**src/core/secr_pkg.sv**
```systemverilog
package secr_pkg;
    // Register word indices; byte address is four times the index.
    localparam logic [7:0] IDX_MISC_ONE = 8'h16;
    localparam logic [7:0] IDX_FIFO_CTL = 8'h17;
    localparam logic [7:0] IDX_CHIP_TWO = 8'h1e;
    // Socket select lives in address bit 8 (socket B at plus 0x100).
    localparam int SOCK_BIT = 8;
    // Misc control one field positions.
    localparam int M1_TRISTATE = 0;
    localparam int M1_SUPPLY_3V = 1;
    localparam int M1_PULSE_MGMT = 2;
    localparam int M1_PULSE_SYS = 3;
    localparam int M1_AUDIO = 4;
    localparam int M1_INPACK = 7;
    // FIFO control field positions.
    localparam int FC_STATUS = 7;
    // Chip control two field positions.
    localparam int C2_EXT_CLK = 0;
    localparam int C2_LOW_POWER = 1;
    localparam int C2_SUSPEND = 2;
    localparam int C2_RING_SEL = 7;
    // Reset values.
    localparam logic [7:0] RST_MISC_ONE = 8'h00;
    localparam logic [6:0] RST_FIFO_SCRATCH = 7'h00;
    localparam logic [7:0] RST_CHIP_TWO = 8'h02;
    localparam logic [31:0] RDATA_ZERO = 32'h0000_0000;
    // Pulse train length for sharable interrupt pulses, in system clocks.
    localparam int PULSE_NS = 200;
    localparam int CLK_NS = 20;
    localparam logic [3:0] PULSE_CYC = 4'(PULSE_NS / CLK_NS);

    typedef struct packed {
        logic [7:0] misc_one;
        logic [6:0] fifo_scratch;
    } secr_sock_s;

    typedef enum logic [2:0] {
        ST_IDLE = 3'b001,
        ST_PULSE = 3'b010,
        ST_WAIT = 3'b100
    } secr_pulse_e;
endpackage

```
**src/core/secr_pulser.sv**
```systemverilog
`timescale 1ns/1ps
// Turns an interrupt level into a level or, while the clock runs, a sharable high-going pulse per assertion.
module secr_pulser (
    // Clock and reset
    input wire logic clk_in,
    input wire logic rst_b_in,
    // Control and request
    input wire logic pulse_mode_in,
    input wire logic clk_run_in,
    input wire logic irq_in,
    // Interrupt drive
    output logic irq_out
);
    typedef struct packed {
        secr_pkg::secr_pulse_e st;
        logic [3:0] cnt;
        logic irq;
    } secr_pl_s;

    secr_pl_s s_r;
    secr_pl_s s_nxt;

    // Pulse stays active for a fixed count, then waits until the request drops.
    always_comb
    begin
        s_nxt = s_r;
        case (s_r.st)
            secr_pkg::ST_IDLE:
            begin
                s_nxt.irq = 1'b0;
                if (irq_in && clk_run_in && pulse_mode_in)
                begin
                    s_nxt.st = secr_pkg::ST_PULSE;
                    s_nxt.cnt = secr_pkg::PULSE_CYC;
                    s_nxt.irq = 1'b1;
                end
                else if (irq_in && !pulse_mode_in)
                begin
                    s_nxt.irq = 1'b1;
                end
            end
            secr_pkg::ST_PULSE:
            begin
                s_nxt.cnt = s_r.cnt - 4'h1;
                if (s_r.cnt == 4'h1)
                begin
                    s_nxt.st = secr_pkg::ST_WAIT;
                    s_nxt.irq = 1'b0;
                end
            end
            secr_pkg::ST_WAIT:
            begin
                if (!irq_in)
                begin
                    s_nxt.st = secr_pkg::ST_IDLE;
                end
            end
            default:
            begin
                s_nxt.st = secr_pkg::ST_IDLE;
            end
        endcase
    end

    // State register.
    always_ff @(posedge clk_in)
    begin
        if (!rst_b_in)
        begin
            s_r <= '{st: secr_pkg::ST_IDLE, cnt: 4'h0, irq: 1'b0};
        end
        else
        begin
            s_r <= s_nxt;
        end
    end

    assign irq_out = s_r.irq;
endmodule

```
**src/core/secr_regs.sv**
```systemverilog
`timescale 1ns/1ps
// Contract
// - Tristate bit floats socket address lines 25..4, nothing else changes.
// - Tristate bit acts only while extended control bit 7 is one.
// - With card power on, supply bit picks 3.3 V enable or 5 V enable.
// - Management interrupt goes out as level, or as pulse when socket A bit 2 set and the internal clock runs.
// - Card interrupts go out as level, or as pulses when bit 3 set and the internal clock runs.
// - Audio output floats when bit clear, else XOR of enabled socket audio.
// - Input-acknowledge bit is stored and read back with no effect.
// - FIFO status reads one when empty, zero when holding data; one after reset.
// - Writing one to FIFO status flushes the FIFO; zero does nothing.
// - FIFO flushes on reset pin low, card removal or supply power off.
// - External clock bit one: external pin divided by two times sockets.
// - External clock bit zero: PCI clock divided by two times sockets.
// - Low-power dynamic bit stops internal clock while idle; resets to one.
// - Suspend stops clock, enables low-power modes, refuses socket access.
// - Ring select makes interrupt-15 pin a ring output on status fall.
module secr_regs #(
    parameter int NSOCK = 2
) (
    // Clock and reset
    input wire logic clk_in,
    input wire logic rst_b_in,
    // APB slave
    input wire logic psel_in,
    input wire logic penable_in,
    input wire logic pwrite_in,
    input wire logic [11:0] paddr_in,
    input wire logic [31:0] pwdata_in,
    output logic [31:0] prdata_out,
    output logic pready_out,
    output logic pslverr_out,
    // Extended control and power state per socket
    input wire logic ext_tristate_en_in,
    input wire logic [NSOCK-1:0] card_power_in,
    input wire logic [NSOCK-1:0] card_present_in,
    // FIFO occupancy and activity from the socket datapath
    input wire logic [NSOCK-1:0] fifo_has_data_in,
    output logic [NSOCK-1:0] fifo_flush_out,
    input wire logic busy_in,
    // Clock sources; ext clock arrives on the shared interrupt-14 pin
    input wire logic pci_clk_in,
    input wire logic irq_alt_ext_clock_pin_in,
    output logic sock_clk_out,
    output logic sock_access_en_out,
    output logic low_power_out,
    // Socket address lines and power enables
    output logic [NSOCK-1:0] addr_oe_out,
    output logic [NSOCK-1:0] vcc3_en_out,
    output logic [NSOCK-1:0] vcc5_en_out,
    // Interrupt requests and pin drive
    input wire logic mgmt_irq_in,
    input wire logic [NSOCK-1:0] card_irq_in,
    output logic mgmt_irq_out,
    output logic [NSOCK-1:0] system_interrupt_pin_out,
    // Audio
    input wire logic [NSOCK-1:0] card_audio_in_n_in,
    output logic audio_out_n_out,
    output logic audio_oe_out,
    // Ring indicate
    input wire logic [NSOCK-1:0] card_status_change_in,
    output logic irq_alt_ring_out_pin_n_out,
    output logic ring_mode_out
);
    typedef struct packed {
        secr_pkg::secr_sock_s [NSOCK-1:0] sock;
        logic [7:0] chip;
        logic ready;
        logic err;
        logic [31:0] rdata;
        logic [NSOCK-1:0] flush;
        logic [NSOCK-1:0] sts_q;
        logic ring_n;
        logic [NSOCK-1:0] addr_oe;
        logic [NSOCK-1:0] v3;
        logic [NSOCK-1:0] v5;
        logic aud;
        logic aud_oe;
        logic div_pci;
        logic div_ext;
        logic pci_q;
        logic ext_q;
        logic sclk;
        logic run;
        logic lp;
        logic ring_mode;
        logic acc_en;
    } secr_st_s;

    secr_st_s s_r;
    secr_st_s s_nxt;
    logic [NSOCK:0] irq_lvl;
    logic [NSOCK:0] irq_pin;
    logic [NSOCK:0] irq_pm;

    // Socket select position within the word index.
    localparam int SOCK_IDX_BIT = secr_pkg::SOCK_BIT - 2;

    // Splits an address into a register index, ignoring the socket bit.
    function automatic logic [7:0] reg_index(input logic [11:0] a);
        reg_index = a[9:2];
        reg_index[SOCK_IDX_BIT] = 1'b0;
    endfunction

    // One pulser per socket plus one for management; index NSOCK is management.
    assign irq_lvl = {mgmt_irq_in, card_irq_in};
    genvar g;
    generate
        for (g = 0; g <= NSOCK; g++)
        begin : g_pulse
            if (g == NSOCK)
            begin : g_mgmt
                assign irq_pm[g] = s_r.sock[0].misc_one[secr_pkg::M1_PULSE_MGMT];
            end
            else
            begin : g_card
                assign irq_pm[g] = s_r.sock[g].misc_one[secr_pkg::M1_PULSE_SYS];
            end
            secr_pulser u_pulser (
                .clk_in(clk_in),
                .rst_b_in(rst_b_in),
                .pulse_mode_in(irq_pm[g]),
                .clk_run_in(s_r.run),
                .irq_in(irq_lvl[g]),
                .irq_out(irq_pin[g])
            );
        end
    endgenerate

    // Register access, FIFO flush, pin control and socket clock generation.
    always_comb
    begin
        logic acc;
        logic [7:0] idx;
        logic sel;
        logic hit;
        logic suspend;
        logic active;
        acc = 1'b0;
        idx = 8'h00;
        sel = 1'b0;
        hit = 1'b0;
        suspend = 1'b0;
        active = 1'b0;
        s_nxt = s_r;
        acc = psel_in && penable_in && !s_r.ready;
        idx = reg_index(paddr_in);
        sel = paddr_in[secr_pkg::SOCK_BIT];
        hit = (idx == secr_pkg::IDX_MISC_ONE) || (idx == secr_pkg::IDX_FIFO_CTL) ||
              (idx == secr_pkg::IDX_CHIP_TWO);
        s_nxt.ready = acc;
        s_nxt.err = acc && !hit;
        s_nxt.flush = '0;
        s_nxt.rdata = secr_pkg::RDATA_ZERO;
        if (acc && pwrite_in)
        begin
            case (idx)
                // Stores every bit including inpack and scratch bits.
                secr_pkg::IDX_MISC_ONE: s_nxt.sock[sel].misc_one = pwdata_in[7:0];
                secr_pkg::IDX_FIFO_CTL:
                begin
                    s_nxt.sock[sel].fifo_scratch = pwdata_in[6:0];
                    s_nxt.flush[sel] = pwdata_in[secr_pkg::FC_STATUS];
                end
                secr_pkg::IDX_CHIP_TWO: s_nxt.chip = pwdata_in[7:0];
                default: s_nxt.err = 1'b1;
            endcase
        end
        else if (acc)
        begin
            case (idx)
                secr_pkg::IDX_MISC_ONE: s_nxt.rdata = {24'h00_0000, s_r.sock[sel].misc_one};
                secr_pkg::IDX_FIFO_CTL:
                    s_nxt.rdata = {24'h00_0000, !fifo_has_data_in[sel], s_r.sock[sel].fifo_scratch};
                secr_pkg::IDX_CHIP_TWO: s_nxt.rdata = {24'h00_0000, s_r.chip};
                default: s_nxt.rdata = secr_pkg::RDATA_ZERO;
            endcase
        end
        // Flushes from reset pin are covered by rst_b_in setting every flush bit.
        for (int i = 0; i < NSOCK; i++)
        begin
            if (!card_present_in[i] || !card_power_in[i])
            begin
                s_nxt.flush[i] = 1'b1;
            end
            s_nxt.addr_oe[i] = !(s_r.sock[i].misc_one[secr_pkg::M1_TRISTATE] && ext_tristate_en_in);
            s_nxt.v3[i] = card_power_in[i] && s_r.sock[i].misc_one[secr_pkg::M1_SUPPLY_3V];
            s_nxt.v5[i] = card_power_in[i] && !s_r.sock[i].misc_one[secr_pkg::M1_SUPPLY_3V];
        end
        // Audio is an XOR of active-low card inputs of sockets with audio on.
        s_nxt.aud = 1'b1;
        s_nxt.aud_oe = 1'b0;
        for (int i = 0; i < NSOCK; i++)
        begin
            if (s_r.sock[i].misc_one[secr_pkg::M1_AUDIO])
            begin
                s_nxt.aud = s_nxt.aud ^ !card_audio_in_n_in[i];
                s_nxt.aud_oe = 1'b1;
            end
        end
        // Ring indicate: low on a falling status-change edge of any socket.
        s_nxt.sts_q = card_status_change_in;
        s_nxt.ring_mode = s_nxt.chip[secr_pkg::C2_RING_SEL];
        s_nxt.ring_n = !(s_r.chip[secr_pkg::C2_RING_SEL] && |(s_r.sts_q & ~card_status_change_in));
        // Sources are sampled, so the divided clock toggles on each rising source edge.
        suspend = s_r.chip[secr_pkg::C2_SUSPEND];
        active = busy_in || |fifo_has_data_in;
        s_nxt.run = !suspend && (active || !s_r.chip[secr_pkg::C2_LOW_POWER]);
        s_nxt.lp = suspend || (s_r.chip[secr_pkg::C2_LOW_POWER] && !active);
        // Registered from the next chip value so the pin flips with the register itself.
        s_nxt.acc_en = !s_nxt.chip[secr_pkg::C2_SUSPEND];
        s_nxt.pci_q = pci_clk_in;
        s_nxt.ext_q = irq_alt_ext_clock_pin_in;
        if (pci_clk_in && !s_r.pci_q)
        begin
            s_nxt.div_pci = !s_r.div_pci;
        end
        if (irq_alt_ext_clock_pin_in && !s_r.ext_q)
        begin
            s_nxt.div_ext = !s_r.div_ext;
        end
        if (s_r.run)
        begin
            s_nxt.sclk = s_r.chip[secr_pkg::C2_EXT_CLK] ? s_r.div_ext : s_r.div_pci;
        end
    end

    // State register; reset clears the rest, loads register reset values and idle pin levels, and leaves FIFOs flushed.
    always_ff @(posedge clk_in)
    begin
        if (!rst_b_in)
        begin
            s_r <= '0;
            for (int i = 0; i < NSOCK; i++)
            begin
                s_r.sock[i].misc_one <= secr_pkg::RST_MISC_ONE;
                s_r.sock[i].fifo_scratch <= secr_pkg::RST_FIFO_SCRATCH;
            end
            s_r.chip <= secr_pkg::RST_CHIP_TWO;
            s_r.flush <= '1;
            s_r.ring_n <= 1'b1;
            s_r.aud <= 1'b1;
            s_r.addr_oe <= '1;
            s_r.acc_en <= 1'b1;
        end
        else
        begin
            s_r <= s_nxt;
        end
    end

    // Interrupt pins are registered once more so every output leaves a flip-flop.
    always_ff @(posedge clk_in)
    begin
        if (!rst_b_in)
        begin
            system_interrupt_pin_out <= '0;
            mgmt_irq_out <= 1'b0;
        end
        else
        begin
            system_interrupt_pin_out <= irq_pin[NSOCK-1:0];
            mgmt_irq_out <= irq_pin[NSOCK];
        end
    end

    assign prdata_out = s_r.rdata;
    assign pready_out = s_r.ready;
    assign pslverr_out = s_r.err;
    assign fifo_flush_out = s_r.flush;
    assign sock_clk_out = s_r.sclk;
    assign sock_access_en_out = s_r.acc_en;
    assign low_power_out = s_r.lp;
    assign addr_oe_out = s_r.addr_oe;
    assign vcc3_en_out = s_r.v3;
    assign vcc5_en_out = s_r.v5;
    assign audio_out_n_out = s_r.aud;
    assign audio_oe_out = s_r.aud_oe;
    assign irq_alt_ring_out_pin_n_out = s_r.ring_n;
    assign ring_mode_out = s_r.ring_mode;
endmodule

```
**config.mk**
```make
export PLATFORM = sky130hd
export DESIGN_NAME = secr_regs
export DESIGN_NICKNAME = d
export VERILOG_FILES = /design/src/core/secr_pkg.sv /design/src/core/secr_pulser.sv /design/src/core/secr_regs.sv
export SDC_FILE = /design/constraint.sdc
export NUM_CORES = 1
export LEC_CHECK = 0
export BUFFER_PORTS_ARGS = -buffer_cell sky130_fd_sc_hd__buf_2
export CORE_MARGIN = 2
export CORE_UTILIZATION = 40
export DETAILED_ROUTE_END_ITERATION = 8
export HOLD_SLACK_MARGIN = 0.03
export SETUP_SLACK_MARGIN = 0.05
export SYNTH_ARGS = -nofsm -noshare
export SYNTH_HDL_FRONTEND = slang
export SYNTH_SLANG_ARGS = --single-unit
export TNS_END_PERCENT = 1
```
**constraint.sdc**
```tcl
create_clock -name clk_in -period 3.34 [get_ports clk_in]
set_clock_uncertainty 0.05 [all_clocks]
set_input_delay 0.668 -clock clk_in [delete_from_list [all_inputs] [get_ports clk_in]]
set_output_delay 0.668 -clock clk_in [all_outputs]
set_load 0.03 [all_outputs]
```
==> impl_metrics.prom, run 1 <==
# TYPE chip_impl_metric gauge
chip_impl_metric{name="core.rowCount",unit=""} 37
chip_impl_metric{name="worst-path-max-fanout",unit=""} 24
chip_impl_info{name="largest_family_of_logic_cells_by_synthesized_area",value="simple AND/OR/NAND/NOR gates"} 1
chip_impl_metric{name="setup_ws",unit="ps"} 1202
chip_impl_metric{name="muxShareOfSynthArea",unit="%"} 3.833
chip_impl_metric{name="post_cts_resize_count",unit=""} 0
chip_impl_metric{name="synth_compound_gate_area_share",unit="%"} 13.15
chip_impl_metric{name="io_buffer_count",unit=""} 65
chip_impl_info{name="timing.setup.critical_path_class",value="primary input to register"} 1
chip_impl_info{name="largest_cells_by_area_after_synthesis",value="dfxtp_1 (45%), buf_4 (7.4%), o21ai_0 (5.1%)"} 1
chip_impl_metric{name="yosys.area.top_type_share",unit="%"} 45.28
chip_impl_metric{name="yosys.area_share.adder",unit="%"} 1.769
chip_impl_metric{name="synth.cell_area",unit="mm2"} 0.004244
chip_impl_metric{name="initial_core_util",unit="%"} 41.11
chip_impl_metric{name="post_drt_wl_per_cell",unit="um"} 13.05
chip_impl_metric{name="max-cap-violations",unit=""} 0
chip_impl_metric{name="post_synth_xor_area_fraction",unit="%"} 1.857
chip_impl_info{name="prevailing_post_synth_register_cell",value="dfxtp_1"} 1
chip_impl_metric{name="floorplan.die.width",unit="um"} 107.0
chip_impl_metric{name="pre_cts_ws",unit="ps"} 805.4
chip_impl_metric{name="final_cell_area_excluding_filler_cells",unit="mm2"} 0.004661
chip_impl_metric{name="routed_via_count",unit=""} 3205
chip_impl_metric{name="drt_drc_violations_left",unit=""} 0
chip_impl_metric{name="gr-total-overflow",unit=""} 0
chip_impl_metric{name="leakage",unit="nW"} 1.855
chip_impl_metric{name="total_power_divided_by_cell_area",unit="mW/mm2"} 450.4
chip_impl_metric{name="area_enclosed_by_the_die_boundary",unit="mm2"} 0.01145
chip_impl_metric{name="netlist-cell-type-count",unit=""} 49
chip_impl_metric{name="final_layout_size_suffix_gt1_share",unit="%"} 18.25
chip_impl_metric{name="firstDrtPassIters",unit=""} 4
chip_impl_metric{name="min_delay_path_depth",unit=""} 1
chip_impl_metric{name="detailed_place.area",unit="mm2"} 0.004457
chip_impl_metric{name="syn2layout_area_growth",unit="%"} 9.817
chip_impl_metric{name="drt-total-wl",unit="um"} 8495
chip_impl_metric{name="yosys_register_bits",unit=""} 96
chip_impl_metric{name="layout.nets",unit=""} 582
chip_impl_metric{name="antenna_violating_nets_post_route",unit=""} 0
chip_impl_metric{name="die_h",unit="um"} 107.0
chip_impl_info{name="post-synth-top-area-cell",value="dfxtp_1"} 1
chip_impl_info{name="rsz0062_at_grt",value="no"} 1
chip_impl_metric{name="drt_first_iter_violations",unit=""} 99
chip_impl_metric{name="maxSlewViolCount",unit=""} 0
chip_impl_metric{name="timing_hold_violations_final",unit=""} 0
chip_impl_info{name="run_status",value="finished clean"} 1
chip_impl_metric{name="clk-insertion-delay-late",unit="ps"} 370
chip_impl_metric{name="floorplan.core_area",unit="mm2"} 0.01032
chip_impl_metric{name="gp_congestion",unit=""} 0.7300
chip_impl_metric{name="place_hpwl",unit="um"} 5969
chip_impl_metric{name="final_core_util",unit="%"} 45.15
chip_impl_metric{name="grt_util_all_layers",unit="%"} 15.73
chip_impl_metric{name="r2r_depth",unit=""} 3
chip_impl_info{name="cts_tree",value="built"} 1
chip_impl_metric{name="syn_avg_cell_area",unit="um2"} 9.049
chip_impl_metric{name="first_global_vias",unit=""} 2963
chip_impl_metric{name="yosysWarningCount",unit=""} 0
chip_impl_metric{name="post_synth_inst_count",unit=""} 469
chip_impl_metric{name="post_drt_via_cell_ratio",unit=""} 4.923
chip_impl_metric{name="ys_async_sr_fraction",unit="%"} 0
chip_impl_metric{name="clockBufferDepth",unit=""} 2
chip_impl_metric{name="synth.yosys.seq_area_share",unit="%"} 45.28
chip_impl_metric{name="timing.critical_path.required",unit="ps"} 3530
chip_impl_metric{name="clock.fmax",unit="MHz"} 467.7
chip_impl_metric{name="worst_setup_hold_path_clk_slew",unit="ps"} 90
chip_impl_metric{name="n_antenna_cell",unit=""} 0
chip_impl_metric{name="grt_start_max_net_pins",unit=""} 69
chip_impl_metric{name="timing.final.crit_period",unit="ps"} 2138
chip_impl_metric{name="timing.slew.headroom",unit="%"} 52.83
chip_impl_metric{name="synth_enable_flop_cells",unit=""} 0
chip_impl_info{name="clock-root-buffer",value="clkbuf_8"} 1
chip_impl_metric{name="clock_sinks",unit=""} 96
chip_impl_metric{name="layout_worst_path_cycle_share",unit="%"} 64.02
chip_impl_info{name="hold_path.class",value="register to register"} 1
chip_impl_metric{name="worst-slew-pin-transition",unit="ps"} 705.4
chip_impl_info{name="crit_path_end_kind",value="register"} 1
chip_impl_metric{name="critical_path_arrival",unit="ps"} 2330
chip_impl_metric{name="cts_buffers",unit=""} 9
chip_impl_metric{name="cts_setup_buffers",unit=""} 0
chip_impl_metric{name="n_fill_cell",unit=""} 1028
chip_impl_metric{name="setup_failing_eps_final",unit=""} 0
chip_impl_metric{name="grt_first_pass_wirelength",unit="um"} 14160
chip_impl_metric{name="ctsHoldBuffers",unit=""} 0
chip_impl_metric{name="synthSimpleGateAreaFrac",unit="%"} 23.17
chip_impl_metric{name="number_of_antenna_violations_at_the_first_check_in_global_routing",unit=""} 0
chip_impl_metric{name="io_pins",unit=""} 118
chip_impl_metric{name="worst_vdd_rail_ir_drop",unit="uV"} 217.0
chip_impl_metric{name="fin_setup_tns",unit="ps"} 0
chip_impl_metric{name="h-tree-depth",unit=""} 3
chip_impl_info{name="worst_setup_path_start_kind",value="primary input"} 1
-- cell usage after synthesis, drive strengths merged (3+ instances only) --
master and number:
xor2 3, mux2i 14, a31oi 3, o22ai 3, and3 6, buf 50, o21ai 43, inv 15
a211oi 5, nor2b 15, ha 6, dfxtp 96, nor3 5, nor2 21, nand2 32, clkbuf 11
o21a 3, and2 14, nand4b 3, xnor2 6, nand3b 4, o311a 3, nand4 5, a21oi 13
nand2b 13, nor3b 12, o32a 5, nand3 40
-- cells by family (layout without fill, tap and decap cells) --
family          count (synthesis)  after routing
mux                            16             16
flops                          96             96
simple gates                  176            176
compound gates                 89             89
other cells                     1             24
buf+inv                        76             99
xor+xnor                        9              9
fa+ha+maj                       6              6
-- state kept, by name (all words and copies together) (netlist names), 2 cells and up --
| signal | count |
|---|---|
| irq_pm | 3 |
| s_r | 42 |
| g_pulse.u_pulser.s_r | 21 |
| system_interrupt_pin_out | 2 |
| vcc5_en_out | 2 |
| vcc3_en_out | 2 |
| g_pulse.u_pulser.irq_out | 3 |
| addr_oe_out | 2 |
| fifo_flush_out | 2 |
| prdata_out | 8 |
-- metrics by stage --
stage                     hold WS [ps]  power (W)  instances
after CTS                        374.7   0.002130        651
after global placement           343.8   0.001340        635
after detailed placement         351.1   0.001342        635
after floorplan                  326.5   0.001322        492
final                            368.8   0.002099        651
after global routing             380.1   0.002193        651
-- per-layer routing --
layer | track usage [%] | vias up | share of wire, %
met5 | 0 | - | 0
met4 | 6.957 | 0 | 2.0
met3 | 2.918 | 13 | 4.5
met2 | 26.66 | 67 | 47
met1 | 19.44 | 1477 | 46
li1 | - | 1648 | -
-- worst paths after layout --
kind / from / to / slack, ps
worst max-delay path: paddr_in[8] / s_r[79] / 1200
worst max register to register: pready_out / s_r[58] / 1450
worst min register to register: s_r[71] / addr_oe_out[0] / 370
worst min-delay path: s_r[71] / addr_oe_out[0] / 370
-- power breakdown --
| part | leakage, nW | switching, W | internal [W] |
|---|---|---|---|
| clock | 0.107 | 0.000415 | 0.000369 |
| combinational | 0.970 | 0.000105 | 0.0000459 |
| sequential | 0.778 | 0.00000707 | 0.00116 |
| total | 1.86 | 0.000526 | 0.00157 |
-- worst max-delay path, stage by stage --
cell	delay [ps]
buf_2	440
nor2b_1	250
nand4_1	570
nand3_1	290
o21ai_0	100
-- layout make-up --
class	count	area [um2]	area share (%)
multi-input combinational	320	1948	41.80
sequential	96	1922	41.23
timing repair buffer	68	360.3	7.732
tap	136	170.2	3.651
clock buffer	10	137.6	2.953
clock inverter	6	66.31	1.423
inverter	15	56.30	1.208
-- cells in the final DEF (no fill, tap or decap), types with 5 or more instances in the layout --
cell type / count
a21oi_1: 12
ha_1: 6
clkbuf_8: 10
buf_2: 65
nand2b_1: 13
nor3_1: 5
nor3b_1: 9
o21ai_0: 43
nand2_1: 32
mux2i_1: 14
nor2b_1: 15
nand3_1: 40
inv_1: 15
dfxtp_1: 96
and2_1: 14
xnor2_1: 6
and3_1: 6
nand4_1: 5
conb_1: 24
o32a_1: 5
a211oi_1: 5
nor2_1: 21
(Power assumes the default switching activity.)
==> inputs of run 2 (changes only) <==
- PLACE_DENSITY: unset -> 0.66
- clock period: 3.34 -> 1.7 ns (I/O delays scaled with it)
==> run 2 against run 1 <==
- die area unchanged
- critical path depth decreased by 1
- first-iteration DRC count increased by 39%
- clock power increased by 100%
- sequential share of layout area decreased by 1.1 points
- sequential cell count unchanged
- wire length increased by 2.2%
- critical path type is now register to register
- largest power group unchanged
- highest routed layer unchanged
==> impl_metrics.prom, run 2 (synthesis gave the netlist of run 1 again) <==
# TYPE chip_impl_metric gauge
chip_impl_info{name="cts_tree",value="built"} 1
chip_impl_metric{name="critical_path_arrival",unit="ps"} 1700
chip_impl_metric{name="io_pins",unit=""} 118
chip_impl_info{name="clock-root-buffer",value="clkbuf_8"} 1
chip_impl_metric{name="grt_first_pass_wirelength",unit="um"} 14030
chip_impl_metric{name="area.sequential",unit="mm2"} 0.001922
chip_impl_metric{name="total_power_divided_by_cell_area",unit="mW/mm2"} 876.1
chip_impl_metric{name="layout_worst_path_cycle_share",unit="%"} 87.08
chip_impl_metric{name="floorplan.core_area",unit="mm2"} 0.01032
chip_impl_metric{name="leakage",unit="nW"} 1.925
chip_impl_metric{name="h-tree-depth",unit=""} 3
chip_impl_metric{name="regToRegSetupSlack",unit="ps"} 220
chip_impl_metric{name="gp_congestion",unit=""} 0.8032
chip_impl_metric{name="post_drt_via_cell_ratio",unit=""} 4.997
chip_impl_info{name="crit_path_end_kind",value="register"} 1
chip_impl_metric{name="max-cap-violations",unit=""} 0
chip_impl_metric{name="layout.nets",unit=""} 598
chip_impl_metric{name="io_buffer_count",unit=""} 65
chip_impl_info{name="final_common_cell",value="dfxtp_1"} 1
chip_impl_metric{name="drt_drc_violations_left",unit=""} 0
chip_impl_metric{name="routed_via_count",unit=""} 3333
chip_impl_metric{name="largest_register_ff_count",unit=""} 42
chip_impl_info{name="min_from",value="ext_tristate_en_in"} 1
chip_impl_metric{name="clockBufferDepth",unit=""} 2
chip_impl_metric{name="firstDrtPassIters",unit=""} 4
chip_impl_metric{name="area_enclosed_by_the_die_boundary",unit="mm2"} 0.01145
chip_impl_metric{name="n_fill_cell",unit=""} 1001
chip_impl_metric{name="die_h",unit="um"} 107.0
chip_impl_metric{name="cts_buffers",unit=""} 9
chip_impl_metric{name="setup_ws",unit="ps"} 219.6
chip_impl_metric{name="ctsHoldBuffers",unit=""} 0
chip_impl_metric{name="grt_util_all_layers",unit="%"} 15.44
chip_impl_info{name="hold_path_end",value="addr_oe_out[0]"} 1
chip_impl_info{name="critical_path.reg2reg.startpoint",value="g_pulse[1].u_pulser.s_r[5]"} 1
chip_impl_metric{name="clk-insertion-delay-late",unit="ps"} 380
chip_impl_metric{name="clock.fmax",unit="MHz"} 675.5
chip_impl_metric{name="final_core_util",unit="%"} 46.43
chip_impl_metric{name="initial_core_util",unit="%"} 41.11
chip_impl_info{name="timing.setup.critical_path_class",value="register to register"} 1
chip_impl_metric{name="worst_vdd_rail_ir_drop",unit="uV"} 400.9
chip_impl_metric{name="multi_input_combinational_cell_area",unit="mm2"} 0.001957
chip_impl_metric{name="core.rowCount",unit=""} 37
chip_impl_info{name="regToRegEndpoint",value="g_pulse[1].u_pulser.s_r[1]"} 1
chip_impl_metric{name="first_global_vias",unit=""} 3013
chip_impl_metric{name="pre_cts_ws",unit="ps"} -6.649
chip_impl_metric{name="worst-path-max-fanout",unit=""} 6
chip_impl_metric{name="post_drt_wl_per_cell",unit="um"} 13.02
chip_impl_metric{name="final_layout_size_suffix_gt1_share",unit="%"} 20.72
chip_impl_info{name="worst_setup_path_start_kind",value="register"} 1
chip_impl_info{name="hold_path.class",value="primary input to register"} 1
chip_impl_metric{name="n_antenna_cell",unit=""} 0
chip_impl_info{name="layout_common_cells",value="dfxtp_1 (96), buf_2 (65), o21ai_0 (43)"} 1
chip_impl_metric{name="clock_sinks",unit=""} 96
chip_impl_metric{name="setup_failing_eps_final",unit=""} 0
chip_impl_metric{name="number_of_antenna_violations_at_the_first_check_in_global_routing",unit=""} 0
chip_impl_info{name="regMostFlops",value="s_r"} 1
chip_impl_metric{name="floorplan.die.width",unit="um"} 107.0
chip_impl_metric{name="worst_setup_hold_path_clk_slew",unit="ps"} 110
chip_impl_metric{name="timing.final.crit_period",unit="ps"} 1480
chip_impl_metric{name="grt_start_max_net_pins",unit=""} 48
chip_impl_metric{name="min_delay_path_depth",unit=""} 2
chip_impl_metric{name="timing.critical_path.required",unit="ps"} 1920
chip_impl_metric{name="drt-total-wl",unit="um"} 8682
chip_impl_metric{name="gr-total-overflow",unit=""} 0
chip_impl_info{name="run_status",value="finished clean"} 1
chip_impl_metric{name="hold_ws",unit="ps"} 106.1
chip_impl_metric{name="syn2layout_area_growth",unit="%"} 12.94
chip_impl_metric{name="timing_hold_violations_final",unit=""} 0
chip_impl_metric{name="drt_first_iter_violations",unit=""} 138
chip_impl_info{name="rsz0062_at_grt",value="no"} 1
chip_impl_metric{name="place_hpwl",unit="um"} 6204
chip_impl_metric{name="maxSlewViolCount",unit=""} 0
chip_impl_metric{name="antenna_violating_nets_post_route",unit=""} 0
chip_impl_metric{name="r2r_depth",unit=""} 4
==> run 2: per-stage QoR <==
step,total power [W],cells,instance area (um2),TNS (ps)
after floorplan,0.002598,492,4330,0
after global placement,0.002652,651,4577,0
after CTS,0.004223,667,4785,0
after global routing,0.004331,667,4793,0
after detailed placement,0.002657,651,4577,-6.649
final,0.004199,667,4793,0
==> run 2: layout make-up <==
cell class	count	share of cell area, %
Clock buffer	9	2.584
Timing Repair Buffer	84	10.02
Sequential cell	96	40.09
Multi-Input combinational cell	320	40.82
Clock inverter	7	1.749
Inverter	15	1.175
Tap cell	136	3.550
==> run 2: worst max path at each step <==
stage | startpoint | to | slack (ps) | cells after the start
after floorplan | pready_out | s_r[59] | 180 | 5
after global placement | paddr_in[7] | prdata_out[7] | 30 | 6
after detailed placement | paddr_in[7] | prdata_out[1] | -7 | 6
after CTS | g_pulse[1].u_pulser.s_r[5] | g_pulse[1].u_pulser.s_r[1] | 160 | 4
after global routing | g_pulse[1].u_pulser.s_r[5] | g_pulse[1].u_pulser.s_r[1] | 110 | 4
final | g_pulse[1].u_pulser.s_r[5] | g_pulse[1].u_pulser.s_r[1] | 220 | 4
==> run 2: report_power, final <==
group	leakage [nW]	switching (W)	internal, W	total, W
Combinational	1.04	0.000214	0.000105	0.000319
Sequential	0.778	0.0000118	0.00228	0.00229
Clock	0.103	0.000884	0.000709	0.00159
Total	1.93	0.00111	0.00309	0.00420
==> run 2: worst max-delay path: stages, from the launching register on <==
cell,delay [ps]
dfxtp_1,450
nand2b_1,200
nor4_4,390
nor3_1,100
o21a_1,190
==> run 2: timing repair <==
item / 4_1_cts / 5_1_grt
setup buffers: 0 / 0
hold endpoints to repair: 0 / 0
resized for setup: 0 / 1
setup endpoints to repair: 0 / 1
==> run 2: metal layers <==
layer  global-route usage (%)  share of wire (%)  wire length (um)
met5                        0                  0                 0
met4                    6.030                1.6               140
met3                    3.891                4.4               382
met2                    24.93                 48              4151
met1                    19.81                 46              4007
